<file path="src/design/psc_pkg.sv">
// Behaviour
// - Single-write select picks burst-read/single-write or burst-read/burst-write.
// - Single-write style: writes move one word; reads keep burst length.
// - Write-enable style bit picks level control or single-clock control.
// - Output enable rising mid read suspends burst; data outputs float.
// - Read suspend acts only after first word or after dummy waits.
// - Output enable low again resumes read at the suspended address.
// - Write enable rising suspends burst write after first word; low resumes.
// - Write suspend and resume exist only with level-controlled write enable.
// - Chip select rising ends a burst read; continuous reads never self-end.
// - Chip select rising ends a burst write; continuous writes run until then.
// - Wait output low means busy, high means ready, during bursts.
// - Wait floats with chip select high; low after select or address-valid falls.
// - Wait low: no read data or write acceptance on next cycle.
// - Wait goes high one cycle before each data word.
// - While suspended, wait keeps its level from the cycle before.
// - Asynchronous mode keeps the wait output high impedance always.
// - Continuous bursts insert dummy waits crossing first 16-word boundary.
// - Linear addressing; lengths 8 and 16 wrap in block; continuous does not.
// - Write latency equals read latency minus one.
// - Dummy wait count follows start offset and latency; latency five gives one at B.
package psc_pkg;
  localparam int ADDR_W = 23;
  localparam logic [1:0] BL_8    = 2'h0;
  localparam logic [1:0] BL_16   = 2'h1;
  localparam logic [1:0] BL_CONT = 2'h2;
  localparam logic [3:0] OFS_LAST  = 4'hf;
  // Dummy waits = offset + latency - 15 when positive
  localparam logic [4:0] DUMMY_BIAS = 5'h0f;
  typedef enum logic [2:0] {PSC_IDLE, PSC_LAT, PSC_XFER, PSC_DUMMY, PSC_DONE} psc_state_e;
  typedef struct packed {
    logic       sync_mode;
    logic       single_write_select;
    logic       write_enable_style;
    logic [1:0] burst_length_field;
    logic [3:0] read_latency_count;
  } psc_mode_s;
  typedef struct packed {
    logic chip_select_n;
    logic address_valid_n;
    logic oe_n;
    logic we_n;
    logic clk;
  } psc_pins_s;
endpackage

</file>
<file path="src/design/psc_burst_ctrl.sv">
`timescale 1ns/1ps
module psc_burst_ctrl #(
  parameter int ADDR_W = psc_pkg::ADDR_W
) (
  input  wire logic                sys_clk_i,
  input  wire logic                rst_n_i,
  input  wire psc_pkg::psc_mode_s  mode_i,
  input  wire psc_pkg::psc_pins_s  pins_i,
  input  wire logic [ADDR_W-1:0]   addr_i,
  output logic                     wait_n_o,
  output logic                     wait_oe_n_o,
  output logic                     dq_oe_n_o,
  output logic                     word_strobe_o,
  output logic                     word_is_write_o,
  output logic [ADDR_W-1:0]        word_addr_o,
  output logic                     busy_o
);
  psc_pkg::psc_pins_s meta;
  psc_pkg::psc_pins_s pin;
  logic               clk_d;
  logic               cs_d;
  logic               adv_d;
  logic [ADDR_W-1:0]  addr_meta;
  logic [ADDR_W-1:0]  addr_pin;
  psc_pkg::psc_state_e state;
  psc_pkg::psc_state_e next_state;
  logic [ADDR_W-1:0]  addr;
  logic [3:0]         lat_cnt;
  logic [4:0]         word_cnt;
  logic [4:0]         dummy_cnt;
  logic               is_write;
  logic               crossed;
  logic [4:0]         dummy_need;

  // Pins pass two flops; link clock edges found from sampled level
  always_ff @(posedge sys_clk_i) begin
    if (!rst_n_i) begin
      meta  <= '{1'b1, 1'b1, 1'b1, 1'b1, 1'b0};
      pin   <= '{1'b1, 1'b1, 1'b1, 1'b1, 1'b0};
      clk_d <= 1'b0;
      cs_d  <= 1'b1;
      adv_d <= 1'b1;
      addr_meta <= '0;
      addr_pin  <= '0;
    end else begin
      meta  <= pins_i;
      pin   <= meta;
      // Address rides the same two flops so it lines up with the edge
      addr_meta <= addr_i;
      addr_pin  <= addr_meta;
      clk_d <= pin.clk;
      cs_d  <= pin.chip_select_n;
      adv_d <= pin.address_valid_n;
    end
  end

  wire       edge_w     = pin.clk & ~clk_d;
  wire       cs_fall    = ~pin.chip_select_n & cs_d;
  wire       adv_fall   = ~pin.chip_select_n & ~pin.address_valid_n & adv_d;
  wire       cs_rise    = pin.chip_select_n & ~cs_d;
  wire       start      = edge_w & ~pin.chip_select_n & ~pin.address_valid_n & mode_i.sync_mode;
  wire       wr_req     = ~pin.we_n;
  wire [3:0] wr_lat     = mode_i.read_latency_count - 4'h1;
  // Latched direction: single-clock write enable is low for one edge only
  wire [3:0] lat_goal   = is_write ? wr_lat : mode_i.read_latency_count;
  // Write suspend only under level control
  wire       wr_susp    = is_write & pin.we_n & mode_i.write_enable_style & (word_cnt != 5'h0);
  wire       rd_susp    = ~is_write & pin.oe_n & (word_cnt != 5'h0);
  wire       suspended  = wr_susp | rd_susp;
  wire [4:0] burst_len  = (is_write & mode_i.single_write_select) ? 5'h01 :
                          (mode_i.burst_length_field == psc_pkg::BL_8) ? 5'h08 : 5'h10;
  wire       cont       = (mode_i.burst_length_field == psc_pkg::BL_CONT)
                          & ~(is_write & mode_i.single_write_select);
  wire [4:0] ofs_lat    = {1'b0, addr[3:0]} + {1'b0, mode_i.read_latency_count};
  wire       last_word  = ~cont & (word_cnt == burst_len - 5'h01);
  wire       at_bound   = cont & ~crossed & (addr[3:0] == psc_pkg::OFS_LAST);
  wire [ADDR_W-1:0] addr_inc = addr + {{(ADDR_W-1){1'b0}}, 1'b1};
  // Wrap inside aligned block for fixed lengths
  wire [ADDR_W-1:0] next_addr =
    cont ? addr_inc :
    (burst_len == 5'h08) ? {addr[ADDR_W-1:3], addr_inc[2:0]} :
    (burst_len == 5'h10) ? {addr[ADDR_W-1:4], addr_inc[3:0]} : addr;

  assign dummy_need = (ofs_lat > psc_pkg::DUMMY_BIAS) ? ofs_lat - psc_pkg::DUMMY_BIAS : 5'h00;

  always_comb begin
    next_state = state;
    unique case (state)
      psc_pkg::PSC_IDLE:  if (start) next_state = psc_pkg::PSC_LAT;
      psc_pkg::PSC_LAT:   if (edge_w && lat_cnt == lat_goal - 4'h1) next_state = psc_pkg::PSC_XFER;
      psc_pkg::PSC_XFER:  if (edge_w && !suspended) begin
        if (last_word) next_state = psc_pkg::PSC_DONE;
        else if (at_bound && dummy_cnt != 5'h0) next_state = psc_pkg::PSC_DUMMY;
      end
      psc_pkg::PSC_DUMMY: if (edge_w && dummy_cnt == 5'h1) next_state = psc_pkg::PSC_XFER;
      psc_pkg::PSC_DONE:  next_state = psc_pkg::PSC_DONE;
    endcase
    if (pin.chip_select_n) next_state = psc_pkg::PSC_IDLE;
    else if (adv_fall && state != psc_pkg::PSC_IDLE) next_state = psc_pkg::PSC_IDLE;
  end

  wire xfer_now = (state == psc_pkg::PSC_XFER) & edge_w & ~suspended & ~pin.chip_select_n;

  always_ff @(posedge sys_clk_i) begin
    if (!rst_n_i) begin
      state     <= psc_pkg::PSC_IDLE;
      addr      <= '0;
      lat_cnt   <= 4'h0;
      word_cnt  <= 5'h0;
      dummy_cnt <= 5'h0;
      is_write  <= 1'b0;
      crossed   <= 1'b0;
    end else begin
      state <= next_state;
      if (start && state == psc_pkg::PSC_IDLE) begin
        addr     <= addr_pin;
        lat_cnt  <= 4'h1;
        word_cnt <= 5'h0;
        is_write <= wr_req;
        crossed  <= 1'b0;
      end else if (state == psc_pkg::PSC_LAT && edge_w) begin
        lat_cnt   <= lat_cnt + 4'h1;
        dummy_cnt <= dummy_need;
      end else if (xfer_now) begin
        addr     <= next_addr;
        word_cnt <= word_cnt + 5'h1;
        if (at_bound) crossed <= 1'b1;
      end else if (state == psc_pkg::PSC_DUMMY && edge_w) begin
        dummy_cnt <= dummy_cnt - 5'h1;
      end
    end
  end

  // Wait output; ready one cycle before data
  wire lat_ready = (state == psc_pkg::PSC_LAT) & (lat_cnt >= lat_goal - 4'h1);
  wire xfer_rdy  = (state == psc_pkg::PSC_XFER) & ~(at_bound & dummy_cnt != 5'h0);
  wire dummy_rdy = (state == psc_pkg::PSC_DUMMY) & (dummy_cnt == 5'h1);
  wire ready_lvl = lat_ready | xfer_rdy | dummy_rdy;

  always_ff @(posedge sys_clk_i) begin
    if (!rst_n_i) begin
      wait_n_o        <= 1'b1;
      wait_oe_n_o     <= 1'b1;
      dq_oe_n_o       <= 1'b1;
      word_strobe_o   <= 1'b0;
      word_is_write_o <= 1'b0;
      word_addr_o     <= '0;
      busy_o          <= 1'b0;
    end else begin
      wait_oe_n_o <= pin.chip_select_n | ~mode_i.sync_mode;
      if (cs_fall || adv_fall) wait_n_o <= 1'b0;
      else if (state == psc_pkg::PSC_IDLE) wait_n_o <= 1'b0;
      else if (!suspended && edge_w) wait_n_o <= ready_lvl & (state != psc_pkg::PSC_DONE);
      dq_oe_n_o <= is_write | pin.oe_n | pin.chip_select_n |
                   (state != psc_pkg::PSC_XFER && state != psc_pkg::PSC_DONE);
      word_strobe_o   <= xfer_now;
      word_is_write_o <= is_write;
      word_addr_o     <= addr;
      busy_o          <= (state != psc_pkg::PSC_IDLE) & (state != psc_pkg::PSC_DONE);
    end
  end
  wire unused_cs_rise = cs_rise;
endmodule // psc_burst_ctrl

</file>
<file path="config.mk">
export PLATFORM = sky130hd
export DESIGN_NAME = psc_burst_ctrl
export DESIGN_NICKNAME = d
export VERILOG_FILES = /design/src/design/psc_pkg.sv /design/src/design/psc_burst_ctrl.sv
export SDC_FILE = /design/constraint.sdc
export NUM_CORES = 1
export LEC_CHECK = 0
export BUFFER_PORTS_ARGS = -buffer_cell sky130_fd_sc_hd__buf_2
export CORE_UTILIZATION = 40
export CTS_CLUSTER_SIZE = 14
export DETAILED_ROUTE_END_ITERATION = 7
export PLACE_DENSITY_LB_ADDON = 0.15
export RECOVER_POWER = 25
export SYNTH_ARGS = -nofsm -noshare
export SYNTH_HDL_FRONTEND = slang
export SYNTH_SLANG_ARGS = --single-unit
</file>
<file path="constraint.sdc">
create_clock -name sys_clk_i -period 5 [get_ports sys_clk_i]
set_input_delay 1 -clock sys_clk_i [delete_from_list [all_inputs] [get_ports sys_clk_i]]
set_output_delay 1 -clock sys_clk_i [all_outputs]
set_load 0.02 [all_outputs]
</file>
Word level (Yosys, flattened, before mapping)
Index checks and enable logic that the tools add are counted.
{"block": "totals", "output_inout_bits": 29, "reg_bits": 130, "in_bits": 39}
{"block": "op_classes", "eq_ne": 21, "magnitude_cmp": 2, "add_sub_neg": 9, "muxes": 25, "bitwise": 47, "reduce_logical": 32}
{"op": "23-bit two-way mux", "count": 4}
{"op": "5-bit two-way mux", "count": 6}
{"op": "1-bit bitwise AND", "count": 26}
{"op": "23-bit by 1-bit adder with 23-bit output, second input constant", "count": 1}
{"op": "3-bit two-way mux", "count": 6}
{"op": "3-bit one-hot mux with 5 select lines", "count": 1}
{"op": "1-bit NOT", "count": 14}
{"op": "4-bit two-way mux", "count": 3}
{"op": "3-bit AND reduction", "count": 4}
{"op": "5-bit nonzero test", "count": 2}
{"op": "5-bit by 1-bit subtractor with 5-bit output, second input constant", "count": 2}
{"op": "1-bit logical AND", "count": 9}
{"op": "3-bit nonzero test", "count": 3}
{"op": "2-bit != test, second input constant", "count": 4}
{"op": "2-bit nonzero test", "count": 4}
{"op": "4-bit by 1-bit subtractor with 4-bit output, second input constant", "count": 2}
{"op": "1-bit bitwise OR", "count": 7}
{"op": "3-bit by 2-bit equality test with 1-bit output, second input constant", "count": 2}
{"op": "3-bit by 2-bit != test with 1-bit output, second input constant", "count": 2}
{"op": "3-bit != test, second input constant", "count": 2}
{"op": "4-bit by 4-bit adder with 5-bit output", "count": 1}
{"op": "5-bit by 1-bit adder with 5-bit output, second input constant", "count": 1}
{"op": "5-bit by 1-bit equality test with 1-bit output, second input constant", "count": 1}
{"op": "5-bit by 4-bit equality test with 1-bit output, second input constant", "count": 1}
{"op": "23 further kinds", "count": 28}

Logic depth before layout (Yosys ltp)
Gate-level depths: netlist of run 1.
{"block": "depth", "word_depth": 14, "ltp_mapped": 12, "depth_no_buf": 12}

Worst setup path before layout of run 1
OpenSTA, ideal clock, no wires.
{"block": "synth_timing", "path_kind": "input-to-reg", "startpoint": "input mode_i[0] (netlist name)", "endpoint": "register state[1]", "t_arrival_ps": 2851, "path_slack_ps": 2014, "t_required_ps": 4865, "path_stages": 12, "setup_time_ps": 135, "cell_sequence": "inv_1 > ha_1 > mux2_2 > ha_1 > xnor2_1 > xnor2_1 > ha_1 > nand3_1 > o21ai_0 > o21ai_0 > o21bai_1 > o22ai_1"}
{"block": "synth_via", "elab_chain_cells": 7}
{"item": "start: declaration", "line": "psc_burst_ctrl.sv:7", "source": "input wire psc_pkg::psc_mode_s mode_i,"}
{"item": "4-bit by 1-bit subtractor with 4-bit output", "line": "psc_burst_ctrl.sv:63", "source": "wire [3:0] wr_lat = mode_i.read_latency_count - 4'h1;"}
{"item": "4-bit two-way mux (*)", "line": "psc_burst_ctrl.sv:65", "source": "wire [3:0] lat_goal = is_write ? wr_lat : mode_i.read_latency_count;"}
{"item": "4-bit by 1-bit subtractor with 4-bit output (*)", "line": "psc_burst_ctrl.sv:90", "source": "psc_pkg::PSC_LAT: if (edge_w && lat_cnt == lat_goal - 4'h1) next_state = psc_pkg::PSC_XFER;"}
{"item": "4-bit equality test (*)", "line": "psc_burst_ctrl.sv:90"}
{"item": "1-bit logical AND (*)", "line": "psc_burst_ctrl.sv:90"}
{"item": "2-bit != test (no source line) (*)"}
{"item": "5-bit AND reduction (no source line) (*)"}
{"item": "end signal: assignment", "line": "psc_burst_ctrl.sv:106", "source": "state <= psc_pkg::PSC_IDLE;"}
{"item": "end signal: assignment", "line": "psc_burst_ctrl.sv:114", "source": "state <= next_state;"}
{"item": "end: declaration", "line": "psc_burst_ctrl.sv:25", "source": "psc_pkg::psc_state_e state;"}
Every way passes the cells marked *; elsewhere a longest branch is shown, timed or not.
A chain may end at the register's enable or synchronous reset.

Final worst setup path of run 1
{"block": "layout_timing", "startpoint": "input mode_i[0] (netlist name)", "endpoint": "register state[0]"}
Same word-level chain as after synthesis.

==> results.py, run 1 <==
metrics = {
    "run_status": {
        "outcome": "finished clean",
    },
    "sta": {
        "final-max-slew-violation-count": 0,
        "rsz0062_at_grt": "false",
        "relSlewSlack": 0.1594,
        "fin_crit_ns": 2.963,
        "worst_slew_pin_slew_ns": 1.261,
        "period_share": 0.5927,
        "hold_viol": 0,
        "fmax_ghz": 0.3374,
        "skew_ns": 0.006161,
        "tns_ns": 0,
        "setup_viol": 0,
        "setup_slack_ns": 2.037,
    },
    "cts": {
        "cts_tree": "done",
        "post-cts-setup-buffers": 0,
        "clock_latency_ns": 0.41,
        "clock_path_buffers": 2,
        "cts_resized": 0,
        "cts_buffers": 17,
        "cts.clk_slew.worst_paths_ns": 0.06,
        "cts_root_buf": "clkbuf_16",
        "cts_sinks": 130,
        "htree_levels": 4,
        "hold_buffers": 0,
    },
    "die": {
        "initial_core_util": 0.4093,
        "rows": 41,
        "die_w_um": 115.4,
        "num_io_pins": 68,
        "chipHeight_um": 115.4,
        "coreArea_um2": 12570,
        "die-area_um2": 13320,
    },
    "routing": {
        "routedWlPerCell_um": 13.10,
        "dr.pass1.iters": 5,
        "vias_per_cell": 4.783,
        "drcViolationCount": 0,
        "num_vias": 3793,
        "drt_iter0_drc": 209,
        "detail-route-antenna-nets": 0,
        "routed_wl_mm": 10.39,
    },
    "grt": {
        "antenna_found_initial": 0,
        "grtUsageTotal": 0.1713,
        "grt-ovfl-total": 0,
        "grt_pass1_wl_mm": 17.58,
        "grt_pass1_vias": 3553,
        "grt_max_degree": 53,
    },
    "power": {
        "cell_internal_pwr_mw": 2.041,
        "leakagePower_nw": 2.547,
        "combPwrFrac": 0.030,
        "powerDensity_nw_per_um2": 403.9,
        "clkPwrFrac": 0.550,
        "vdd_drop_max_v": 0.0002356,
        "power.switching_mw": 0.4950,
        "power_frac_seq": 0.420,
        "swShare": 0.1952,
        "power.total_mw": 2.536,
    },
    "logic_synthesis": {
        "synth_top_area_share": 0.5060,
        "synth_enable_flop_cells": 0,
        "synthCells": 544,
        "synth_area_per_cell_um2": 9.455,
        "syn_area_um2": 5144,
        "synthesis.nets": 603,
        "yosysTopAreaCell": "dfxtp_1",
        "synth_area_leaders": "dfxtp_1, and2_1, ha_1, o21ai_0, xnor2_1",
        "seq_area_frac_synth": 0.5060,
        "synth-seq-cells": 130,
        "ys_async_sr_fraction": 0,
        "ys_types": 50,
        "ys_warn_count": 0,
        "synth_ff_type": "dfxtp_1",
    },
    "min_path": {
        "hold_start": "meta[4]$_SDFF_PN1_",
        "min_path_type": "reg2reg",
        "min_delay_path_depth": 1,
        "hold_end": "pin[4]$_SDFF_PN1_",
    },
    "placed_design": {
        "place_ws_ns": 1.655,
        "port_buffers": 67,
        "dp_cells": 763,
        "dpl.hpwl_mm": 7.230,
        "gp_congestion": 0.8524,
        "place_area_um2": 5615,
    },
    "cells_and_area": {
        "final_cell_mix": "dfxtp_1, and2_1, buf_2",
        "num_antenna_cells": 0,
        "syn2layout_area_growth_pct": 22.06,
        "layout-drive-gt1-share": 0.1675,
        "final_common_cell": "dfxtp_1",
        "fin_area_um2": 6279,
        "instances_no_fill": 793,
        "nNetsFinal": 669,
        "fill_cells": 1184,
    },
    "setup_path": {
        "rr_endpoint": "state[0]$_SDFFE_PP0P_",
        "crit_type": "in2reg",
        "crit_arrival_ns": 3.30,
        "path_max_fanout": 6,
        "rr_worst_depth": 10,
        "r2r_start": "is_write$_SDFFE_PN0P_",
        "cp.required_ns": 5.33,
        "ff2ff_setup_slack_ns": 2.34,
        "cp-start-kind": "input port",
        "endpoint_kind": "flip-flop",
    },
    "run": {
        "drv_cap": 0,
    },
}
cell families after synthesis:
logic type	synth area share
fa+ha+maj	0.05011
simple gates	0.2408
xor+xnor	0.05960
mux	0.004135
compound gates	0.1095
buf+inv	0.02992
flops	0.5060
synth_stat cells (6+ instances only):
cell,instances
a21oi_1,29
a31oi_1,9
and2_1,76
and3_1,7
clkbuf_1,20
dfxtp_1,130
ha_1,19
inv_1,14
nand2_1,30
nand2b_1,13
nand3_1,17
nand4_1,10
nor2_1,24
nor2b_1,7
nor3_1,10
o21ai_0,44
or3_1,6
xnor2_1,18
xor2_1,17
through the flow:
step	util	hold slack, ns
detailed placement	0.4468	0.3981
global route	0.4996	0.4455
floorplan	-	0.3863
CTS	0.5000	0.4115
global placement	0.4468	0.3951
finish	0.4996	0.4103
worst max-delay path: stages:
cell     delay, ns
buf_2         0.14
inv_1         0.06
ha_1          0.27
mux2_2        0.28
ha_1          0.20
xnor2_1       0.16
xnor2_1       0.15
ha_1          0.26
nand3_1       0.09
o21ai_0       0.08
o21ai_0       0.28
o21ai_0       0.14
a21oi_1       0.17
power groups by stage:
stage	Sequential [mW]	Combinational, mW	Clock, mW
final	1.06	0.0756	1.40
after detailed placement	1.09	0.0766	0
after CTS	1.06	0.0769	1.42
after global placement	1.09	0.0746	0
after global routing	1.07	0.0873	1.48
after floorplan	1.09	0.0466	0
flip-flops by register name, summed over array words and instances (netlist names), 3 cells and up:
name / flops
pin: 5
word_cnt: 5
word_addr_o: 23
dummy_cnt: 5
addr: 23
lat_cnt: 4
addr_meta: 23
addr_pin: 23
meta: 5
state: 3
cell type report:
cell class / instances / area [um^2] / share of cell area
clock buffer: 18 / 439.2 / 0.06995
tap: 172 / 215.2 / 0.03428
inverter: 14 / 52.55 / 0.008370
sequential: 130 / 2603 / 0.4145
timing repair buffer: 70 / 352.8 / 0.05620
clock inverter: 12 / 229.0 / 0.03647
multi-input combinational: 377 / 2387 / 0.3802
worst max path at each step:
stage | start | depth (start not counted) | slack [ns] | end
floorplan | mode_i[0] | 12 | 2.01 | state[1]$_SDFFE_PP0P_
global placement | mode_i[0] | 13 | 1.72 | wait_n_o$_SDFFE_PN1P_
detailed placement | mode_i[0] | 13 | 1.66 | state[1]$_SDFFE_PP0P_
CTS | mode_i[0] | 13 | 2.06 | state[0]$_SDFFE_PP0P_
global route | rst_n_i | 4 | 1.76 | addr[19]$_SDFFE_PN0P_
finish | mode_i[0] | 13 | 2.04 | state[0]$_SDFFE_PP0P_
metal layers:
layer / up-vias / global-route usage / share of wire
li1: 1987 / - / -
met1: 1700 / 0.2465 / 0.53
met2: 97 / 0.2347 / 0.40
met3: 9 / 0.05535 / 0.055
met4: 0 / 0.06580 / 0.012
met5: - / 0 / 0
(Power assumes the default switching activity.)
==> run 2: changes to the inputs <==
- clock period: 5 -> 3 ns (I/O delays scaled with it)
==> run 2 against run 1 <==
Compared with the run above: highest routed layer unchanged; hold slack got worse by 0.045 ns; worst setup slack got worse by 1.6 ns; largest power group unchanged; via count fell by 0.50%; combinational power rose by 68%; core utilization fell by 0.29 points; total power rose by 57%; clock-buffer cell count rose by 2; sequential cell count did not move; die area did not move; sequential share of layout area rose by 0.24 points; cell count rose by 0.63%.
==> results.py, run 2 (synthesized netlist as in run 1, its figures left out) <==
metrics = {
    "sta": {
        "rsz0062_at_grt": "false",
        "worst_slew_pin_slew_ns": 1.337,
        "tns_ns": 0,
        "setup_viol": 0,
        "hold_viol": 0,
        "fmax_ghz": 0.3869,
        "relSlewSlack": 0.1084,
        "final-max-slew-violation-count": 0,
        "period_share": 0.8615,
        "skew_ns": 0.008983,
        "fin_hold_ws_ns": 0.3656,
        "fin_crit_ns": 2.585,
    },
    "grt": {
        "grt_pass1_wl_mm": 17.10,
        "grtUsageTotal": 0.1695,
        "top_usage_layer": "met1",
        "gr-usage-met2": 0.2339,
        "grt-ovfl-total": 0,
        "grtUsageMet3": 0.04902,
        "antenna_found_initial": 0,
        "grt_max_degree": 75,
        "grt_pass1_vias": 3527,
        "grt_use_met1": 0.2387,
    },
    "routing": {
        "drt_iter0_drc": 227,
        "vias_per_cell": 4.729,
        "dr.pass1.iters": 4,
        "detail-route-antenna-nets": 0,
        "num_vias": 3774,
        "routed_wl_mm": 10.31,
        "routedWlPerCell_um": 12.92,
        "drcViolationCount": 0,
    },
    "die": {
        "num_io_pins": 68,
        "rows": 41,
        "initial_core_util": 0.4093,
        "chipHeight_um": 115.4,
        "coreArea_um2": 12570,
        "die-area_um2": 13320,
        "die_w_um": 115.4,
    },
    "cts": {
        "cts_root_buf": "clkbuf_16",
        "clock_path_buffers": 2,
        "cts_resized": 0,
        "clock_latency_ns": 0.41,
        "cts_tree": "done",
        "cts.clk_slew.worst_paths_ns": 0.05,
        "cts_sinks": 130,
        "hold_buffers": 0,
        "htree_levels": 4,
        "post-cts-setup-buffers": 0,
        "cts_buffers": 17,
    },
    "cells_and_area": {
        "num_antenna_cells": 0,
        "fin_area_um2": 6242,
        "final_cell_mix": "dfxtp_1, buf_2, and2_1",
        "final_common_cell": "dfxtp_1",
        "nNetsFinal": 672,
        "syn2layout_area_growth_pct": 21.36,
        "layout-drive-gt1-share": 0.1725,
    },
    "placed_design": {
        "dpl.hpwl_mm": 7.318,
        "port_buffers": 67,
        "gp_congestion": 0.8130,
        "place_area_um2": 5638,
    },
    "power": {
        "powerDensity_nw_per_um2": 639.6,
        "vdd_drop_max_v": 0.0003244,
        "leakagePower_nw": 2.526,
    },
    "setup_path": {
        "endpoint_kind": "flip-flop",
        "crit_arrival_ns": 2.93,
        "cp.required_ns": 3.35,
        "path_max_fanout": 6,
        "crit_type": "in2reg",
        "cp-start-kind": "input port",
    },
    "min_path": {
        "min_path_type": "in2reg",
    },
    "run": {
        "drv_cap": 0,
    },
    "run_status": {
        "outcome": "finished clean",
    },
}
[run 2: cell count changes in the layout (fill, tap and decap cells not counted), sizes merged]
cell,before,now
clkinvlp,0,2
bufinv,6,3
buf,68,70
clkbuf,20,23
clkinv,4,5
[run 2: metrics by stage]
| stage | utilization | setup slack (ns) | std cells | power (mW) |
|---|---|---|---|---|
| floorplan | - | 0.4141 | 544 | 1.887 |
| global placement | 0.4486 | 0.1087 | 766 | 1.937 |
| detailed placement | 0.4486 | 0.04179 | 766 | 1.942 |
| CTS | 0.4973 | 0.4567 | 798 | 4.043 |
| global route | 0.4967 | 0.1802 | 798 | 4.132 |
| finish | 0.4967 | 0.4155 | 798 | 3.993 |
[run 2: report_power, final]
| part | switching [mW] | internal, mW | leakage [nW] |
|---|---|---|---|
| sequential | 0.0108 | 1.76 | 1.06 |
| clock | 0.738 | 1.35 | 0.297 |
| combinational | 0.0678 | 0.0590 | 1.17 |
| total | 0.817 | 3.18 | 2.53 |
[run 2: path summary, 6_finish.rpt]
check	startpoint	end	slack, ns	cells after the start
max	mode_i[0]	state[0]$_SDFFE_PP0P_	0.42	13
min	pins_i[4]	meta[4]$_SDFF_PN1_	0.37	2
max reg2reg	is_write$_SDFFE_PN0P_	state[0]$_SDFFE_PP0P_	0.49	10
min reg2reg	meta[3]$_SDFF_PN1_	pin[3]$_SDFF_PN1_	0.40	1
[run 2: area by class of cell]
| type | count | area [um^2] |
|---|---|---|
| fillers | 1202 | 6326 |
| flip-flops and latches | 130 | 2603 |
| multi-input cells | 377 | 2387 |
| clock buffers | 20 | 456.7 |
| repair buffers | 73 | 372.9 |
| well taps | 172 | 215.2 |
| clock inverters | 12 | 155.1 |
| inverters | 14 | 52.55 |
[run 2: worst max-delay path: stages]
cell	delay [ns]
buf_2	0.15
inv_1	0.06
ha_1	0.29
mux2_2	0.28
ha_1	0.19
xnor2_1	0.17
xnor2_1	0.14
ha_1	0.26
nand3_1	0.10
o21ai_0	0.10
o21ai_0	0.28
o21ai_0	0.15
a21oi_1	0.17
[run 2: metal layers]
metal | routed length, um | part of all wire
met1 | 5408 | 0.52
met2 | 4081 | 0.40
met3 | 671 | 0.065
met4 | 150 | 0.015
met5 | 0 | 0
